File: src/t1_dl_defs.vh
/*
 * Shared constants for the T1 data-link overhead block: register offsets,
 * bit positions, reset values and framing counts.
 * Assumes inclusion by bare name from every design file that needs it.
 */
`ifndef T1_DL_DEFS_VH
`define T1_DL_DEFS_VH

// register offsets on the framer's 9-bit register port
`define ADDR_RX_CODE_CONTROL  9'h015
`define ADDR_RX_CODE_VALUE    9'h063
`define ADDR_RX_MSG_ONE       9'h064
`define ADDR_RX_MSG_TWO       9'h065
`define ADDR_RX_MSG_THREE     9'h066
`define ADDR_RX_LS_SEVEN      9'h096
`define ADDR_RX_IM_SEVEN      9'h0a6
`define ADDR_TX_LINK_CTL_TWO  9'h113
`define ADDR_TX_FDL_BYTE      9'h162
`define ADDR_TX_CODE_VALUE    9'h163
`define ADDR_TX_CTL_ONE       9'h181
`define ADDR_TX_CTL_TWO       9'h182
`define ADDR_TX_LS_TWO        9'h191
`define ADDR_TX_IM_TWO        9'h1a1

// bit positions
`define BIT_CODE_DETECT       0
`define BIT_CODE_CLEAR        1
`define BIT_CARRIER_MSG       3
`define BIT_FDL_EMPTY         4
`define BIT_SEND_CODE         6
`define BIT_FBIT_PASS         6
`define BIT_FDL_SOURCE        7
`define BIT_FILTER_LO         6
`define BIT_FILTER_HI         7

// reset values
`define RST_ZERO              8'h00
`define RST_TX_FDL            8'h1c

// carrier multiframe: 72 frames, 36 Fs bits, 12 of them alignment
`define CARRIER_FRAMES        72
`define CARRIER_FS_BITS       36
`define CARRIER_FS_LAST       6'h23
`define CARRIER_ALIGN_PATTERN 12'h1c7

// serializer lengths per framing mode
`define FDL_LAST_ESF          4'h7
`define FDL_LAST_D4           4'h5

// code word: eight ones, zero, six code bits, zero
`define CODE_ONES             8'hff
`define CODE_WORD_LAST        4'hf

`endif

File: src/carrier_extract.v
/*
 * Receive carrier multiframe extractor: collects the 36 Fs bits of a
 * 72-frame multiframe, checks the 12-bit alignment, loads three message bytes.
 * Assumes fs_valid is a one-cycle strobe on sys_clk from the receive framer.
 */
`timescale 1ns/1ps
`default_nettype none
`include "t1_dl_defs.vh"

module carrier_extract (
	input  wire       sys_clk,
	input  wire       rst_n,
	input  wire       enable,
	input  wire       fs_valid,
	input  wire       fs_bit,
	output reg  [7:0] msg_one,
	output reg  [7:0] msg_two,
	output reg  [7:0] msg_three,
	output reg        msg_loaded
);

	reg  [35:0] fs_shift;    // newest Fs bit at the top
	reg  [5:0]  fs_count;    // Fs bits since last alignment
	reg         locked;      // alignment seen at the expected place
	wire [35:0] next_shift = {fs_bit, fs_shift[35:1]};
	wire        aligned    = (next_shift[11:0] == `CARRIER_ALIGN_PATTERN);

	// hunt, then check alignment once per multiframe
	always @(posedge sys_clk or negedge rst_n) begin
		if (!rst_n) begin
			fs_shift   <= 36'h0_0000_0000;
			fs_count   <= 6'h00;
			locked     <= 1'b0;
			msg_one    <= `RST_ZERO;
			msg_two    <= `RST_ZERO;
			msg_three  <= `RST_ZERO;
			msg_loaded <= 1'b0;
		end else begin
			msg_loaded <= 1'b0;
			if (!enable) begin
				// out of carrier mode: drop lock, keep the last message
				locked   <= 1'b0;
				fs_count <= 6'h00;
			end else if (fs_valid) begin
				fs_shift <= next_shift;
				if (aligned && (!locked || fs_count == `CARRIER_FS_LAST)) begin
					// 36 Fs bits in, pattern good: publish message RQ1
					msg_one    <= next_shift[19:12];
					msg_two    <= next_shift[27:20];
					msg_three  <= next_shift[35:28];
					msg_loaded <= 1'b1; // RQ3
					locked     <= 1'b1;
					fs_count   <= 6'h00;
				end else if (locked && fs_count == `CARRIER_FS_LAST) begin
					// pattern missing: no flag, go back to hunting RQ5
					locked   <= 1'b0;
					fs_count <= 6'h00;
				end else if (locked) begin
					fs_count <= fs_count + 6'h01;
				end
			end
		end
	end

endmodule // carrier_extract
`default_nettype wire

File: src/code_detector.v
/*
 * Receive bit-oriented code detector: finds the ones-zero-code-zero word in
 * the data-link bits, filters repeats and times out absence.
 * Assumes bit_valid is a one-cycle strobe on sys_clk, LSB of code first.
 */
`timescale 1ns/1ps
`default_nettype none
`include "t1_dl_defs.vh"

module code_detector (
	input  wire       sys_clk,
	input  wire       rst_n,
	input  wire       enable,
	input  wire       bit_valid,
	input  wire       bit_in,
	input  wire [1:0] filter_sel,
	input  wire [1:0] disint_sel,
	output reg  [5:0] code,
	output reg        detect_pulse,
	output reg        clear_pulse
);

	reg  [15:0] word;        // oldest bit at the bottom
	reg  [5:0]  candidate;   // code being filtered
	reg  [2:0]  repeats;     // matching words in a row
	reg  [7:0]  gap;         // bits since last valid word
	reg         reported;    // a code is standing
	wire [15:0] next_word = {bit_in, word[15:1]};
	wire        match     = (next_word[7:0] == `CODE_ONES) && !next_word[8] && !next_word[15];
	wire [2:0]  need      = {filter_sel, 1'b1};   // 1, 3, 5 or 7 words
	wire [2:0]  next_rep  = (next_word[14:9] == candidate) ?
	                        ((repeats == 3'h7) ? repeats : repeats + 3'h1) : 3'h1;
	reg  [7:0]  gap_limit;

	// absence limit: 16, 32, 64 or 128 bits
	always @* begin
		case (disint_sel)
			2'h0:    gap_limit = 8'h10;
			2'h1:    gap_limit = 8'h20;
			2'h2:    gap_limit = 8'h40;
			default: gap_limit = 8'h80;
		endcase
	end

	// filter on entry, disintegrate on absence
	always @(posedge sys_clk or negedge rst_n) begin
		if (!rst_n) begin
			word         <= 16'h0000;
			candidate    <= 6'h00;
			repeats      <= 3'h0;
			gap          <= 8'h00;
			reported     <= 1'b0;
			code         <= 6'h00;
			detect_pulse <= 1'b0;
			clear_pulse  <= 1'b0;
		end else begin
			detect_pulse <= 1'b0;
			clear_pulse  <= 1'b0;
			if (!enable) begin
				// only ESF data-link bits are examined
				repeats  <= 3'h0;
				gap      <= 8'h00;
				reported <= 1'b0;
			end else if (bit_valid) begin
				word <= next_word;
				if (match) begin
					candidate <= next_word[14:9];
					repeats   <= next_rep;
					gap       <= 8'h00;
					// a new code, or the same code after a clear RQ13
					if (next_rep == need &&
					    (!reported || next_word[14:9] != code)) begin
						code         <= next_word[14:9];
						detect_pulse <= 1'b1; // RQ12
						reported     <= 1'b1;
					end
				end else if (gap != 8'hff) begin
					gap <= gap + 8'h01;
					if (reported && gap + 8'h01 == gap_limit) begin
						clear_pulse <= 1'b1; // RQ14
						reported    <= 1'b0;
						repeats     <= 3'h0;
					end
				end
			end
		end
	end

endmodule // code_detector
`default_nettype wire

File: src/t1_data_link_overhead.v
/*
 * T1 data-link overhead for one framer: receive carrier message capture,
 * transmit code generator, receive code detector, byte-wide FDL serializer,
 * latched status, masks and active-low interrupt behind the register port.
 * Assumes framer strobes (rx_dl_valid, tx_slot) and mode levels come from
 * logic on sys_clk; register port is synchronous to sys_clk.
 */
// Notes on behaviour
// RQ1: carrier multiframe is 72 frames, 36 Fs
// RQ2: host configures D4, cross-couple, synchronizer, sync time
// RQ3: carrier message load sets status bit three
// RQ4: host reads message registers within 9ms
// RQ5: no carrier flag without 12-bit alignment
// RQ6: code generate and detect only in T1
// RQ7: transmit code taken from bits zero to five
// RQ8: send-code bit starts, frames and repeats code
// RQ9: host keeps F-bit pass-through at zero
// RQ10: host writes code before setting send bit
// RQ11: detection watches ESF data-link bits only
// RQ12: filtered code sets detect flag, shows code
// RQ13: detect flag stays clear until new code
// RQ14: absence beyond disintegration time sets clear flag
// RQ15: detect and clear flags drive interrupt when unmasked
// RQ16: register source feeds FDL or Fs bits
// RQ17: new FDL byte sent LSB first
// RQ18: empty flag after eight bits, masked interrupt
// RQ19: host has 2ms; else byte repeats
// RQ20: no zero insertion on FDL register data
// RQ21: host loads 1Ch, source select zero
// RQ22: D4 uses only lower six bits
// RQ23: latched flags clear by writing one
// RQ24: interrupt holds while any unmasked flag set
`timescale 1ns/1ps
`default_nettype none
`include "t1_dl_defs.vh"

module t1_data_link_overhead (
	input  wire       sys_clk,
	input  wire       rst_n,
	input  wire [8:0] addr,
	input  wire       wr_en,
	input  wire       rd_en,
	input  wire [7:0] wr_data,
	output reg  [7:0] rd_data,
	input  wire       t1_mode,
	input  wire       esf_mode,
	input  wire       carrier_sync_enable,
	input  wire       rx_dl_valid,
	input  wire       rx_dl_bit,
	input  wire       tx_slot,
	output reg        tx_overhead_bit,
	output reg        tx_overhead_insert,
	output reg        irq_out_n
);

	// host-written registers
	reg  [7:0] rx_code_control;         // disintegration select in bits 1:0
	reg  [1:0] code_filter_sel;         // filter select, high bits of code value
	reg  [7:0] rx_interrupt_mask_seven; // masks for receive latched status
	reg  [7:0] tx_link_control_two;     // send-code enable lives here
	reg  [7:0] tx_fdl_byte;             // legacy FDL byte
	reg  [7:0] tx_code_value;           // code to send
	reg  [7:0] tx_control_one;          // F-bit pass-through lives here
	reg  [7:0] tx_control_two;          // FDL source select lives here
	reg  [7:0] tx_interrupt_mask_two;   // mask for FDL empty

	// latched status, set by hardware, cleared by host
	reg  [7:0] rx_latched_status_seven;
	reg  [7:0] tx_latched_status_two;

	// receive side results
	wire [7:0] msg_one;
	wire [7:0] msg_two;
	wire [7:0] msg_three;
	wire       msg_loaded;
	wire [5:0] rx_code;
	wire       code_detect_pulse;
	wire       code_clear_pulse;

	// transmit serializer state
	reg  [7:0] fdl_shift;     // byte on its way out
	reg  [3:0] fdl_index;     // bit position within the byte
	reg        fdl_empty_set; // one-cycle event, last bit gone
	reg  [3:0] code_index;    // bit position within the code word
	reg        code_running;  // generator owns the slots

	// decoded controls
	wire send_code_enable   = tx_link_control_two[`BIT_SEND_CODE];
	wire fbit_pass_through  = tx_control_one[`BIT_FBIT_PASS];
	wire fdl_from_register  = !tx_control_two[`BIT_FDL_SOURCE];
	wire rx_d4_framing      = !esf_mode;
	wire code_allowed_tx    = t1_mode && esf_mode;          // RQ6
	wire code_allowed_rx    = t1_mode && esf_mode;          // RQ6 RQ11
	wire carrier_allowed    = t1_mode && rx_d4_framing && carrier_sync_enable;
	wire [3:0] fdl_last     = esf_mode ? `FDL_LAST_ESF : `FDL_LAST_D4;
	wire [15:0] code_word   = {1'b0, tx_code_value[5:0], 1'b0, `CODE_ONES}; // RQ7

	// write strobes per register
	wire wr_rx_code_control = wr_en && addr == `ADDR_RX_CODE_CONTROL;
	wire wr_rx_code_value   = wr_en && addr == `ADDR_RX_CODE_VALUE;
	wire wr_rx_ls_seven     = wr_en && addr == `ADDR_RX_LS_SEVEN;
	wire wr_rx_im_seven     = wr_en && addr == `ADDR_RX_IM_SEVEN;
	wire wr_tx_link_two     = wr_en && addr == `ADDR_TX_LINK_CTL_TWO;
	wire wr_tx_fdl_byte     = wr_en && addr == `ADDR_TX_FDL_BYTE;
	wire wr_tx_code_value   = wr_en && addr == `ADDR_TX_CODE_VALUE;
	wire wr_tx_ctl_one      = wr_en && addr == `ADDR_TX_CTL_ONE;
	wire wr_tx_ctl_two      = wr_en && addr == `ADDR_TX_CTL_TWO;
	wire wr_tx_ls_two       = wr_en && addr == `ADDR_TX_LS_TWO;
	wire wr_tx_im_two       = wr_en && addr == `ADDR_TX_IM_TWO;

	// hardware set events gathered into status-shaped vectors
	wire [7:0] rx_set = {4'h0, msg_loaded, 1'b0, code_clear_pulse, code_detect_pulse};
	wire [7:0] tx_set = {3'h0, fdl_empty_set, 4'h0};

	// receive carrier message capture
	carrier_extract u_carrier (
		.sys_clk    (sys_clk),
		.rst_n      (rst_n),
		.enable     (carrier_allowed),
		.fs_valid   (rx_dl_valid),
		.fs_bit     (rx_dl_bit),
		.msg_one    (msg_one),
		.msg_two    (msg_two),
		.msg_three  (msg_three),
		.msg_loaded (msg_loaded)
	);

	// receive code detector on the data-link bits
	code_detector u_detect (
		.sys_clk      (sys_clk),
		.rst_n        (rst_n),
		.enable       (code_allowed_rx),
		.bit_valid    (rx_dl_valid),
		.bit_in       (rx_dl_bit),
		.filter_sel   (code_filter_sel),
		.disint_sel   (rx_code_control[1:0]),
		.code         (rx_code),
		.detect_pulse (code_detect_pulse),
		.clear_pulse  (code_clear_pulse)
	);

	// plain read-write control registers
	always @(posedge sys_clk or negedge rst_n) begin
		if (!rst_n) begin
			rx_code_control         <= `RST_ZERO;
			code_filter_sel         <= 2'h0;
			rx_interrupt_mask_seven <= `RST_ZERO;
			tx_link_control_two     <= `RST_ZERO;
			tx_fdl_byte             <= `RST_TX_FDL;
			tx_code_value           <= `RST_ZERO;
			tx_control_one          <= `RST_ZERO;
			tx_control_two          <= `RST_ZERO;
			tx_interrupt_mask_two   <= `RST_ZERO;
		end else begin
			if (wr_rx_code_control)
				rx_code_control <= wr_data;
			// code bits are read-only, only the filter bits take a write
			if (wr_rx_code_value)
				code_filter_sel <= {wr_data[`BIT_FILTER_HI], wr_data[`BIT_FILTER_LO]};
			if (wr_rx_im_seven)
				rx_interrupt_mask_seven <= wr_data;
			if (wr_tx_link_two)
				tx_link_control_two <= wr_data;
			if (wr_tx_fdl_byte)
				tx_fdl_byte <= wr_data;
			if (wr_tx_code_value)
				tx_code_value <= wr_data;
			if (wr_tx_ctl_one)
				tx_control_one <= wr_data;
			if (wr_tx_ctl_two)
				tx_control_two <= wr_data;
			if (wr_tx_im_two)
				tx_interrupt_mask_two <= wr_data;
		end
	end

	// latched status: write one clears, a same-cycle event wins
	always @(posedge sys_clk or negedge rst_n) begin
		if (!rst_n) begin
			rx_latched_status_seven <= `RST_ZERO;
			tx_latched_status_two   <= `RST_ZERO;
		end else begin
			rx_latched_status_seven <= (rx_latched_status_seven
			                           & ~(wr_rx_ls_seven ? wr_data : 8'h00))
			                           | rx_set; // RQ3 RQ12 RQ14 RQ23
			tx_latched_status_two   <= (tx_latched_status_two
			                           & ~(wr_tx_ls_two ? wr_data : 8'h00))
			                           | tx_set; // RQ18 RQ23
		end
	end

	// registered read port, unmapped offsets read zero
	always @(posedge sys_clk or negedge rst_n) begin
		if (!rst_n) begin
			rd_data <= `RST_ZERO;
		end else if (rd_en) begin
			case (addr)
				`ADDR_RX_CODE_CONTROL: rd_data <= rx_code_control;
				`ADDR_RX_CODE_VALUE:   rd_data <= {code_filter_sel, rx_code}; // RQ12
				`ADDR_RX_MSG_ONE:      rd_data <= msg_one;
				`ADDR_RX_MSG_TWO:      rd_data <= msg_two;
				`ADDR_RX_MSG_THREE:    rd_data <= msg_three;
				`ADDR_RX_LS_SEVEN:     rd_data <= rx_latched_status_seven;
				`ADDR_RX_IM_SEVEN:     rd_data <= rx_interrupt_mask_seven;
				`ADDR_TX_LINK_CTL_TWO: rd_data <= tx_link_control_two;
				`ADDR_TX_FDL_BYTE:     rd_data <= tx_fdl_byte;
				`ADDR_TX_CODE_VALUE:   rd_data <= tx_code_value;
				`ADDR_TX_CTL_ONE:      rd_data <= tx_control_one;
				`ADDR_TX_CTL_TWO:      rd_data <= tx_control_two;
				`ADDR_TX_LS_TWO:       rd_data <= tx_latched_status_two;
				`ADDR_TX_IM_TWO:       rd_data <= tx_interrupt_mask_two;
				default:               rd_data <= `RST_ZERO;
			endcase
		end
	end

	// code generator: ones run, zero, code, zero, over and over
	always @(posedge sys_clk or negedge rst_n) begin
		if (!rst_n) begin
			code_index   <= 4'h0;
			code_running <= 1'b0;
		end else if (!(send_code_enable && code_allowed_tx)) begin
			// dropping the enable ends the word at once; next start is clean
			code_index   <= 4'h0;
			code_running <= 1'b0;
		end else begin
			code_running <= 1'b1; // RQ8
			if (tx_slot)
				code_index <= (code_index == `CODE_WORD_LAST) ? 4'h0 : code_index + 4'h1;
		end
	end

	// legacy FDL serializer, byte repeats until a new one is written
	always @(posedge sys_clk or negedge rst_n) begin
		if (!rst_n) begin
			fdl_shift     <= `RST_TX_FDL;
			fdl_index     <= 4'h0;
			fdl_empty_set <= 1'b0;
		end else begin
			fdl_empty_set <= 1'b0;
			// the serializer pauses while the code generator owns the slots
			if (tx_slot && t1_mode && fdl_from_register && !code_running) begin
				if (fdl_index >= fdl_last) begin
					// byte done: flag empty and reload, old or new RQ18 RQ19
					fdl_empty_set <= 1'b1;
					fdl_shift     <= tx_fdl_byte; // RQ17
					fdl_index     <= 4'h0;
				end else begin
					// raw shift, no zero insertion RQ20
					fdl_shift <= {1'b0, fdl_shift[7:1]};
					fdl_index <= fdl_index + 4'h1;
				end
			end
		end
	end

	// overhead bit toward the framer, code has priority over the byte
	always @(posedge sys_clk or negedge rst_n) begin
		if (!rst_n) begin
			tx_overhead_bit    <= 1'b0;
			tx_overhead_insert <= 1'b0;
		end else begin
			// pass-through leaves the sampled F-bit untouched
			tx_overhead_insert <= t1_mode && !fbit_pass_through &&
			                      (code_running || fdl_from_register); // RQ16
			if (tx_slot) begin
				if (code_running)
					tx_overhead_bit <= code_word[code_index]; // RQ8
				else
					tx_overhead_bit <= fdl_shift[0]; // RQ17 RQ22
			end
		end
	end

	// active-low interrupt, held while any unmasked flag stands
	always @(posedge sys_clk or negedge rst_n) begin
		if (!rst_n)
			irq_out_n <= 1'b1;
		else
			irq_out_n <= !(|(rx_latched_status_seven & rx_interrupt_mask_seven) ||
			               |(tx_latched_status_two & tx_interrupt_mask_two)); // RQ15 RQ18 RQ24
	end

endmodule // t1_data_link_overhead
`default_nettype wire

File: config.mk
export PLATFORM = sky130hd
export DESIGN_NAME = t1_data_link_overhead
export DESIGN_NICKNAME = d
export VERILOG_FILES = /design/src/carrier_extract.v /design/src/code_detector.v /design/src/t1_data_link_overhead.v
export VERILOG_INCLUDE_DIRS = /design/src
export SDC_FILE = /design/constraint.sdc
export NUM_CORES = 1
export LEC_CHECK = 0
export BUFFER_PORTS_ARGS = -buffer_cell sky130_fd_sc_hd__buf_4
export CAP_MARGIN = 5
export CORE_UTILIZATION = 55
export CTS_CLUSTER_DIAMETER = 30
export DETAILED_ROUTE_END_ITERATION = 16
export GPL_TIMING_DRIVEN = 0
export PLACE_DENSITY = 0.81
export RECOVER_POWER = 100
export SETUP_SLACK_MARGIN = 0.2
export SYNTH_ARGS = -nofsm -noshare
export SYNTH_HDL_FRONTEND = slang
export SYNTH_SLANG_ARGS = --single-unit
File: constraint.sdc
create_clock -name sys_clk -period 2.2 [get_ports sys_clk]
set_clock_uncertainty 0.05 [all_clocks]
set_input_delay 0.11 -clock sys_clk [delete_from_list [all_inputs] [get_ports sys_clk]]
set_output_delay 0.11 -clock sys_clk [all_outputs]
set_load 0.03 [all_outputs]
==> Word-level counts from Yosys, hierarchy flattened <==
Cells that the tools add are included.
{ "totals": {"regBits": 221, "input_bits": 27, "output_inout_bits": 11, "wordCells": 190} }
{ "classes": {"addsub": 5, "n_lt_le_gt_ge": 2, "eq_ne": 34, "n_mux": 54, "bitwise": 8, "reduce_logical": 52} }
{ "ops": {"columns": ["operator", "count"], "rows": [
  ["$pmux W8 S14", 1],
  ["$eq A9 B9 Y1 const B", 7],
  ["$mux W8", 7],
  ["$eq A9 B7 Y1 const B", 4],
  ["$and A8 B8 Y8", 4],
  ["$mux W6", 5],
  ["$mux W1", 27],
  ["$logic_and A1 B1 Y1", 26],
  ["$pmux W8 S3", 1],
  ["$mux W3", 7],
  ["$eq A9 B8 Y1 const B", 2],
  ["$mux W4", 4],
  ["$not A8 Y8", 2],
  ["$reduce_or A8 Y1", 2],
  ["$eq A12 B9 Y1 const B", 1],
  ["$reduce_and A2 Y1", 5],
  ["$eq A9 B5 Y1 const B", 1],
  ["$logic_not A1 Y1", 9],
  ["$reduce_and A3 Y1", 3],
  ["$add A4 B1 Y4 const B", 2],
  ["$add A8 B1 Y8 const B", 1],
  ["$eq A8 B8 Y1", 1],
  ["$eq A8 B8 Y1 const B", 1],
  ["$ne A8 B8 Y1 const B", 1],
  ["other kinds (23)", 31]
]} }

==> Logic depth before layout (Yosys ltp) <==
Gate-level depths: netlist of the first run.
{ "depth": {"word_depth": 9, "mapped_depth": 10, "mapped_depth_nobuf": 8} }

==> Cells and area by module <==
A second synthesis of the first run with hierarchy kept.
{ "hier_totals": {"hier_cells": 852, "hier_area_um2": 10468.8} }
{ "modules_own_cells": {"columns": ["mod", "n_inst", "cells_each", "area_each_um2", "seq_area_each_um2"], "rows": [
  ["t1_data_link_overhead", 1, 495, 5698.0, 2786.4],
  ["carrier_extract", 1, 171, 2646.3, 1676.6],
  ["code_detector", 1, 186, 2124.5, 1026.0]
]} }

==> Worst setup path before layout of the first run <==
No wires, ideal clock.
{ "synth_path": {"path_kind": "reg-to-reg", "startpoint": "reg u_detect.gap[0]", "endpoint": "reg u_detect.reported", "setup_time_ns": 0.079, "t_arrival_ns": 2.148, "required_ns": 2.071, "slack_ns": -0.077, "stages_incl_launch_ff": 9, "path_buffers": 0, "synth_period_minus_slack_ns": 2.277, "path_cell_list": "dfrtp_1 ha_1 nand3_2 or3_4 a211o_1 a211oi_2 o22ai_2 nor3b_1 a2bb2oi_1"} }
{ "synth_via": {"elab_chain_cells": 5, "word_cells_on_any_way": 7, "classes_between": "add/sub (1); eq/ne (4); reduce/logical (2)"} }
{ "synth_lines": {"columns": ["item", "line_no", "text"], "rows": [
  ["start, declared", "code_detector.v:26", "reg [7:0] gap;"],
  ["start signal, assigned", "code_detector.v:78", "gap <= gap + 8'h01;"],
  ["$add A8 B1 Y8", "code_detector.v:79", "if (reported && gap + 8'h01 == gap_limit) begin"],
  ["$eq A8 B8 Y1", "code_detector.v:79", null],
  ["$logic_and A1 B1 Y1", "code_detector.v:79", null],
  ["$ne A3 B1 Y1 (no line)", null, null],
  ["$reduce_and A4 Y1 (no line) *", null, null],
  ["end signal, assigned", "code_detector.v:63", "reported <= 1'b0;"],
  ["end signal, assigned", "code_detector.v:75", "reported <= 1'b1;"],
  ["end signal, assigned", "code_detector.v:81", "reported <= 1'b0;"],
  ["end, declared", "code_detector.v:27", "reg reported;"]
]} }
Every way passes the cells marked *; elsewhere a longest branch is shown, timed or not.
A chain may end at the register's enable or synchronous reset.

==> Worst setup path in the final report of the first run <==
{ "layout_path": {"startpoint": "reg u_detect.word[11]", "endpoint": "reg u_detect.code[2]"} }
{ "layout_via": {"elab_chain_cells": 5, "word_cells_on_any_way": 7, "classes_between": "eq/ne (3); mux (1); reduce/logical (3)"} }
{ "layout_lines": {"columns": ["item", "line_no", "text"], "rows": [
  ["start, declared", "code_detector.v:23", "reg [15:0] word;"],
  ["start signal, assigned", "code_detector.v:65", "word <= next_word;"],
  ["$eq A6 B6 Y1", "code_detector.v:31", "wire [2:0] next_rep = (next_word[14:9] == candidate) ?"],
  ["$mux W3", "code_detector.v:31", null],
  ["$eq A3 B3 Y1", "code_detector.v:71", "if (next_rep == need &&"],
  ["$logic_and A1 B1 Y1 *", "code_detector.v:71", null],
  ["$reduce_and A4 Y1 (no line) *", null, null],
  ["end signal, assigned", "code_detector.v:73", "code <= next_word[14:9];"],
  ["end, declared", "code_detector.v:18", "output reg [5:0] code,"]
]} }
Marks and branches as above.

==> results of run 1 <==
==> path summary, 6_finish.rpt <==
check	cells past startpoint	slack, ps	from	end
min in group asynchronous	2	180	rst_n	fdl_shift[4]
worst max register to register	8	-190	u_detect.word[11]	u_detect.code[2]
worst min register to register	1	400	fdl_empty_set	tx_latched_status_two[4]
worst min-delay path	2	50	wr_data[2]	tx_latched_status_two[2]
max in group asynchronous	4	220	rst_n	u_detect.word[14]
worst max-delay path	8	-190	u_detect.word[11]	u_detect.code[2]
==> what timing repair did <==
action | in CTS | in global routing
setup endpoints to repair | 57 | 101
buffers inserted | 14 | 4
resized for setup | 27 | 26
pin swaps | 13 | 6
hold buffers | 10 | 0
hold endpoints to repair | 142 | 0
==> flip-flops by register name, indices dropped and copies added, names as in the netlist, 6 cells and up <==
name,flops
tx_control_two,8
rx_latched_status_seven,8
u_detect.code,6
fdl_shift,8
tx_link_control_two,8
u_carrier.fs_count,6
rx_code_control,8
u_detect.word,15
rx_interrupt_mask_seven,8
tx_latched_status_two,8
tx_interrupt_mask_two,8
tx_fdl_byte,8
u_detect.candidate,6
u_detect.gap,8
u_carrier.fs_shift,35
tx_control_one,8
rd_data,8
u_carrier.msg_two,8
tx_code_value,8
u_carrier.msg_one,8
u_carrier.msg_three,8
==> synth_stat cells, drive strengths merged (5+ instances only) <==
master  number  area share, %
dfrtp      212             53
mux2       132             15
nand2      127            4.7
nor2        47            1.8
o21ai       37            1.8
clkbuf      31            1.2
a22oi       30            2.2
a21oi       26            1.3
nand3       26            1.4
mux2i       16            1.6
xor2        16            1.4
a21boi      13           0.97
buf         13           0.84
inv         12           0.45
nor2b       10           0.62
xnor2        9           0.78
nand4        8           0.50
o22ai        8           0.56
a22o         7           0.61
dfstp        7            1.8
ha           6           0.74
a21o         5           0.37
a221oi       5           0.43
a222oi       5           0.50
and3         5           0.32
nor3         5           0.25
nor3b        5           0.37
==> area by class of cell <==
| type | count | share of cell area [%] |
|---|---|---|
| tap | 229 | 2.295 |
| buffer | 44 | 1.724 |
| timing repair buffer | 55 | 3.338 |
| clock inverter | 23 | 2.847 |
| inverter | 12 | 0.3608 |
| multi-input combinational | 612 | 36.31 |
| clock buffer | 51 | 9.091 |
| sequential | 219 | 44.03 |
==> where the power goes <==
| part | internal [mW] | leakage [nW] | switching [mW] | total (mW) |
|---|---|---|---|---|
| clock network | 4.61 | 0.732 | 2.08 | 6.69 |
| registers | 4.25 | 2.98 | 0.204 | 4.45 |
| logic | 0.398 | 2.11 | 0.512 | 0.911 |
| total | 9.25 | 5.82 | 2.80 | 12.1 |
==> cells in the final DEF, fill, tap and decap left out, drive strengths merged, types with 11 or more instances in the layout <==
cell type / synthesis / final
clkbuf: 31 / 100
dfrtp: 212 / 212
mux2: 132 / 132
clkinv: 0 / 11
a21boi: 13 / 13
nand3: 26 / 26
buf: 13 / 40
a21oi: 26 / 26
a22oi: 30 / 30
nor2: 47 / 47
xor2: 16 / 16
inv: 12 / 15
nand2: 127 / 127
o21ai: 37 / 37
mux2i: 16 / 16
==> layer usage <==
metal  share of wire [%]  global-route usage [%]  vias up
met3                 8.3                   6.623       88
met5                   0                       0        -
li1                    -                       -     3432
met2                  49                   45.25      355
met1                  39                   36.28     3917
met4                 3.6                   12.21        0
==> kinds of logic after synthesis <==
kind of cell	share of synthesized area, %
AND/OR/NAND/NOR	12.43
flip-flops	54.35
AO/OA/AOI/OAI	11.56
multiplexers	16.30
buffers and inverters	2.453
XOR/XNOR	2.168
adder cells (fa/ha/maj)	0.7433
==> metrics by stage <==
stage / power, mW / hold slack, ps / instances
2_1_floorplan: 4.949 / -235.6 / 887
3_5_place_dp: 5.278 / -88.65 / 1143
4_1_cts: 12.07 / 56.79 / 1241
3_3_place_gp: 5.226 / 304.3 / 1141
5_1_grt: 12.41 / 94.03 / 1245
6_report: 12.05 / 51.34 / 1245
==> critical path, stage by stage (launching register included) <==
cell,delay (ps)
dfrtp_2,430
xor2_2,160
nor4_2,300
buf_4,170
nand3b_1,120
xnor2_2,180
nor4_4,320
nand2_2,180
mux2_4,340
==> qor.yml, run 1 <==
status: "complete, but fails checks"
violations: "negative setup slack"
synthCells: 887
fillers: 1203
wl_mm: 25.66
h-tree-depth: 2
cts_root_buffer: "clkbuf_16"
place_ws_ps: -281.7
synth_ff_type: "dfrtp_1"
drtIter0Drc: 656
ant_nets: 0
core-area_um2: 17960
yosys_warnings: 0
drive_gt1_share_pct: 29.72
seq_area_frac_synth_pct: 54.35
cellLeakagePower_nw: 5.822
cp-start-kind: "register"
slew_headroom_pct: 7.278
die-area_um2: 18910
grt_max_degree: 104
drc: 0
grt_pass1_vias: 7766
async_flop_share_pct: 100.0
hp-class: "input port to register"
chipHeight_um: 137.5
maxCapViolCount: 0
clock_latency_ps: 520
cp-end-kind: "register"
dpl_cell_area_um2: 10660
finalHoldViolCount: 0
post-route-period-util_pct: 108.8
clk_pin_slew_worst_paths_ps: 50
rsz0062_at_grt: "yes"
via_per_inst: 6.259
dp_hpwl_mm: 16.13
post-route-cell-area_um2: 12480
grtUsageTotal_pct: 28.12
worst_slack_ps: -193.2
tightest_slew_ps: 1391
synth.lib_cells_used.distinct: 73
cts_tree: "done"
antenna_found_initial: 0
finalSetupTns_ps: -3326
portBuffers: 25
vias: 7792
clockBufferDepth: 3
syn-mean-instance-area_um2: 11.39
netlist_area_um2: 10100
maxSlewViolCount: 0
cp.arrival_ps: 2730
cts_buffers: 41
fp-row-count: 49
grt.overflow.total: 0
pin_count: 38
diodes: 0
routedWlPerCell_um: 20.61
first_pass_iters: 6
grt_first_pass_wirelength_mm: 40.59
finalSetupViolCount: 46
clkSinkCount: 219
fmaxAchievable_ghz: 0.4179
nNetsFinal: 1018
path_class: "register to register"
syn2layout_area_growth_pct: 23.60
required_ps: 2540
die_w_um: 137.5
synth.ff_latch_count: 219
multi_input_area_um2: 4533
ir_drop_uv: 942.9
place_congestion: 0.9308
start_util_pct: 56.22
synth_fp_nets: 920
fin_crit_ps: 2393
fin_util_pct: 69.49
cp_max_fo: 7
synth_edf_count: 0
layout.area.seq_um2: 5497
power_density_nw_per_um2: 965.6
Note: power is estimated with default switching activity, not from simulation.
==> inputs of run 2 (changes only) <==
--- a/config.mk
+++ b/config.mk
@@ -12,7 +12,7 @@
 export CTS_CLUSTER_DIAMETER = 30
 export DETAILED_ROUTE_END_ITERATION = 16
 export GPL_TIMING_DRIVEN = 0
-export PLACE_DENSITY = 0.81
+export PLACE_DENSITY = 0.78
 export RECOVER_POWER = 100
 export SETUP_SLACK_MARGIN = 0.2
 export SYNTH_ARGS = -nofsm -noshare
==> constraint.sdc (replaced) <==
create_clock -name sys_clk -period 2.9 [get_ports sys_clk]
set_clock_uncertainty 0.05 [all_clocks]
set_input_delay 0.145 -clock sys_clk [delete_from_list [all_inputs] [get_ports sys_clk]]
set_output_delay 0.145 -clock sys_clk [all_outputs]
set_load 0.03 [all_outputs]
==> run 2 against run 1 <==
Compared with the run above:
- the flow now finishes without violations
- sequential cell count is the same
- global-route usage decreased by 0.65 points
- clock-buffer cell count increased by 3
- sequential share of layout area grew 1.1 points
- cell area fell by 2.6%
- critical path depth grew 1
- highest routed layer unchanged
- die area unchanged
- clock power decreased by 22%
- maximum frequency shrank 5.5%
- combinational power shrank 38%
- largest power group unchanged
- worst setup slack better by 560 ps
==> qor.yml, run 2 (same netlist as run 1, synthesis figures left out) <==
largest_reg_flops: 35
fin_crit_ps: 2532
syn2layout_area_growth_pct: 20.38
routedWlPerCell_um: 20.43
crit_chain: "ha_1 -> nor4b_1 -> nand2_1 -> a21oi_1 -> nand3_1 -> inv_1 -> clkbuf_1 -> nand2_1 -> nand2_1"
cts_root_buffer: "clkbuf_16"
grt_pass1_vias: 7435
antenna_found_initial: 0
dp_hpwl_mm: 16.07
finalSetupViolCount: 0
grtUsageTotal_pct: 27.47
status: "finished, final reports clean"
rsz0062_at_grt: "no"
start_util_pct: 56.22
slowest_stage: "clkbuf_1"
vias: 7570
h-tree-depth: 2
fp-row-count: 49
wl_mm: 25.13
finalHoldViolCount: 0
die-area_um2: 18910
finalSetupTns_ps: 0
maxSlewViolCount: 0
fin_util_pct: 67.68
via_per_inst: 6.154
dpl_cell_area_um2: 10610
grt.overflow.total: 0
cp_max_fo: 10
power_density_nw_per_um2: 753.0
pin_count: 38
cp_top_family: "simple AND/OR/NAND/NOR gates"
cp-start-kind: "register"
chipHeight_um: 137.5
reg.largest.list: "u_carrier.fs_shift (35), u_detect.word (15)"
final_cell_mix: "dfrtp_1 (212), mux2_2 (129), nand2_1 (126), clkbuf_1 (48), nor2_1 (47)"
path_common_cell: "nand2_1"
multi_input_area_um2: 4357
slew_headroom_pct: 1.170
cts_tree: "done"
top_register: "u_carrier.fs_shift"
path_class: "register to register"
cts_buffers: 43
grt_first_pass_wirelength_mm: 39.26
clk_pin_slew_worst_paths_ps: 50
clkSinkCount: 219
holdWs_ps: 26.26
first_pass_iters: 5
tightest_slew_ps: 1482
portBuffers: 25
drive_gt1_share_pct: 24.78
cpPeakStageDelay_ps: 440
drtIter0Drc: 693
required_ps: 3300
place_congestion: 0.8618
final_cells: 1230
fillers: 1304
core-area_um2: 17960
diodes: 0
cellLeakagePower_nw: 5.704
cp-end-kind: "register"
drc: 0
post-route-cell-area_um2: 12160
nNetsFinal: 999
grt_max_degree: 112
hp-class: "input port to register"
layout.area.seq_um2: 5489
maxCapViolCount: 0
dp.cells: 1142
clock_latency_ps: 520
post-route-period-util_pct: 87.31
clockBufferDepth: 3
die_w_um: 137.5
cp_num_buf_inv: 2
r2r_slack_ps: 370
mostFrequentLayoutCell: "dfrtp_1"
cp.arrival_ps: 2940
ant_nets: 0
ir_drop_uv: 827.1
fmaxAchievable_ghz: 0.3950
==> run 2: per-stage QoR <==
stage               power (mW)  setup slack (ps)
floorplan                3.747             622.8
finish                   9.155             368.1
detailed placement       3.989             287.0
global route             9.443             129.3
global placement         3.958             50.52
CTS                      9.224             262.8
==> run 2: where the power goes <==
group	switching [mW]	total (mW)	leakage [nW]	internal (mW)
logic	0.325	0.561	1.95	0.236
registers	0.174	3.39	2.99	3.22
clock network	1.69	5.20	0.771	3.51
==> run 2: metal layers <==
layer	part of all wire, %	up-vias	track usage, %
li1	-	3394	-
met1	41	3804	35.93
met2	49	298	44.25
met3	7.1	74	6.255
met4	3.1	0	10.93
met5	0	-	0
==> run 2: layout make-up <==
class | count | share of cell area, %
Buffer | 44 | 1.575
Clock buffer | 54 | 10.20
Tap cell | 229 | 2.357
Timing Repair Buffer | 34 | 1.924
Inverter | 12 | 0.3705
Sequential cell | 219 | 45.15
Multi-Input combinational cell | 612 | 35.83
Clock inverter | 26 | 2.593
==> run 2: worst min-delay path, cell delays in order <==
cell	delay, ps
clkbuf_1	200
nor2_1	150
a41oi_1	50
==> run 2: what timing repair did <==
action	in CTS	in global routing
endpoints found under the hold margin	118	0
resized for setup	0	7
hold buffers	8	0
endpoints found under the setup margin	0	10
setup buffers	0	0
==> run 2: final timing paths <==
path	start	end	cells after the start
max in group asynchronous	rst_n	u_carrier.fs_shift[15]	3
worst max-delay path	u_carrier.fs_count[0]	u_carrier.msg_one[3]	9
min in group asynchronous	rst_n	tx_control_one[5]	2
worst min register to register	fdl_empty_set	tx_latched_status_two[4]	1
worst max register to register	u_carrier.fs_count[0]	u_carrier.msg_one[3]	9
worst min-delay path	rd_en	rd_data[3]	3
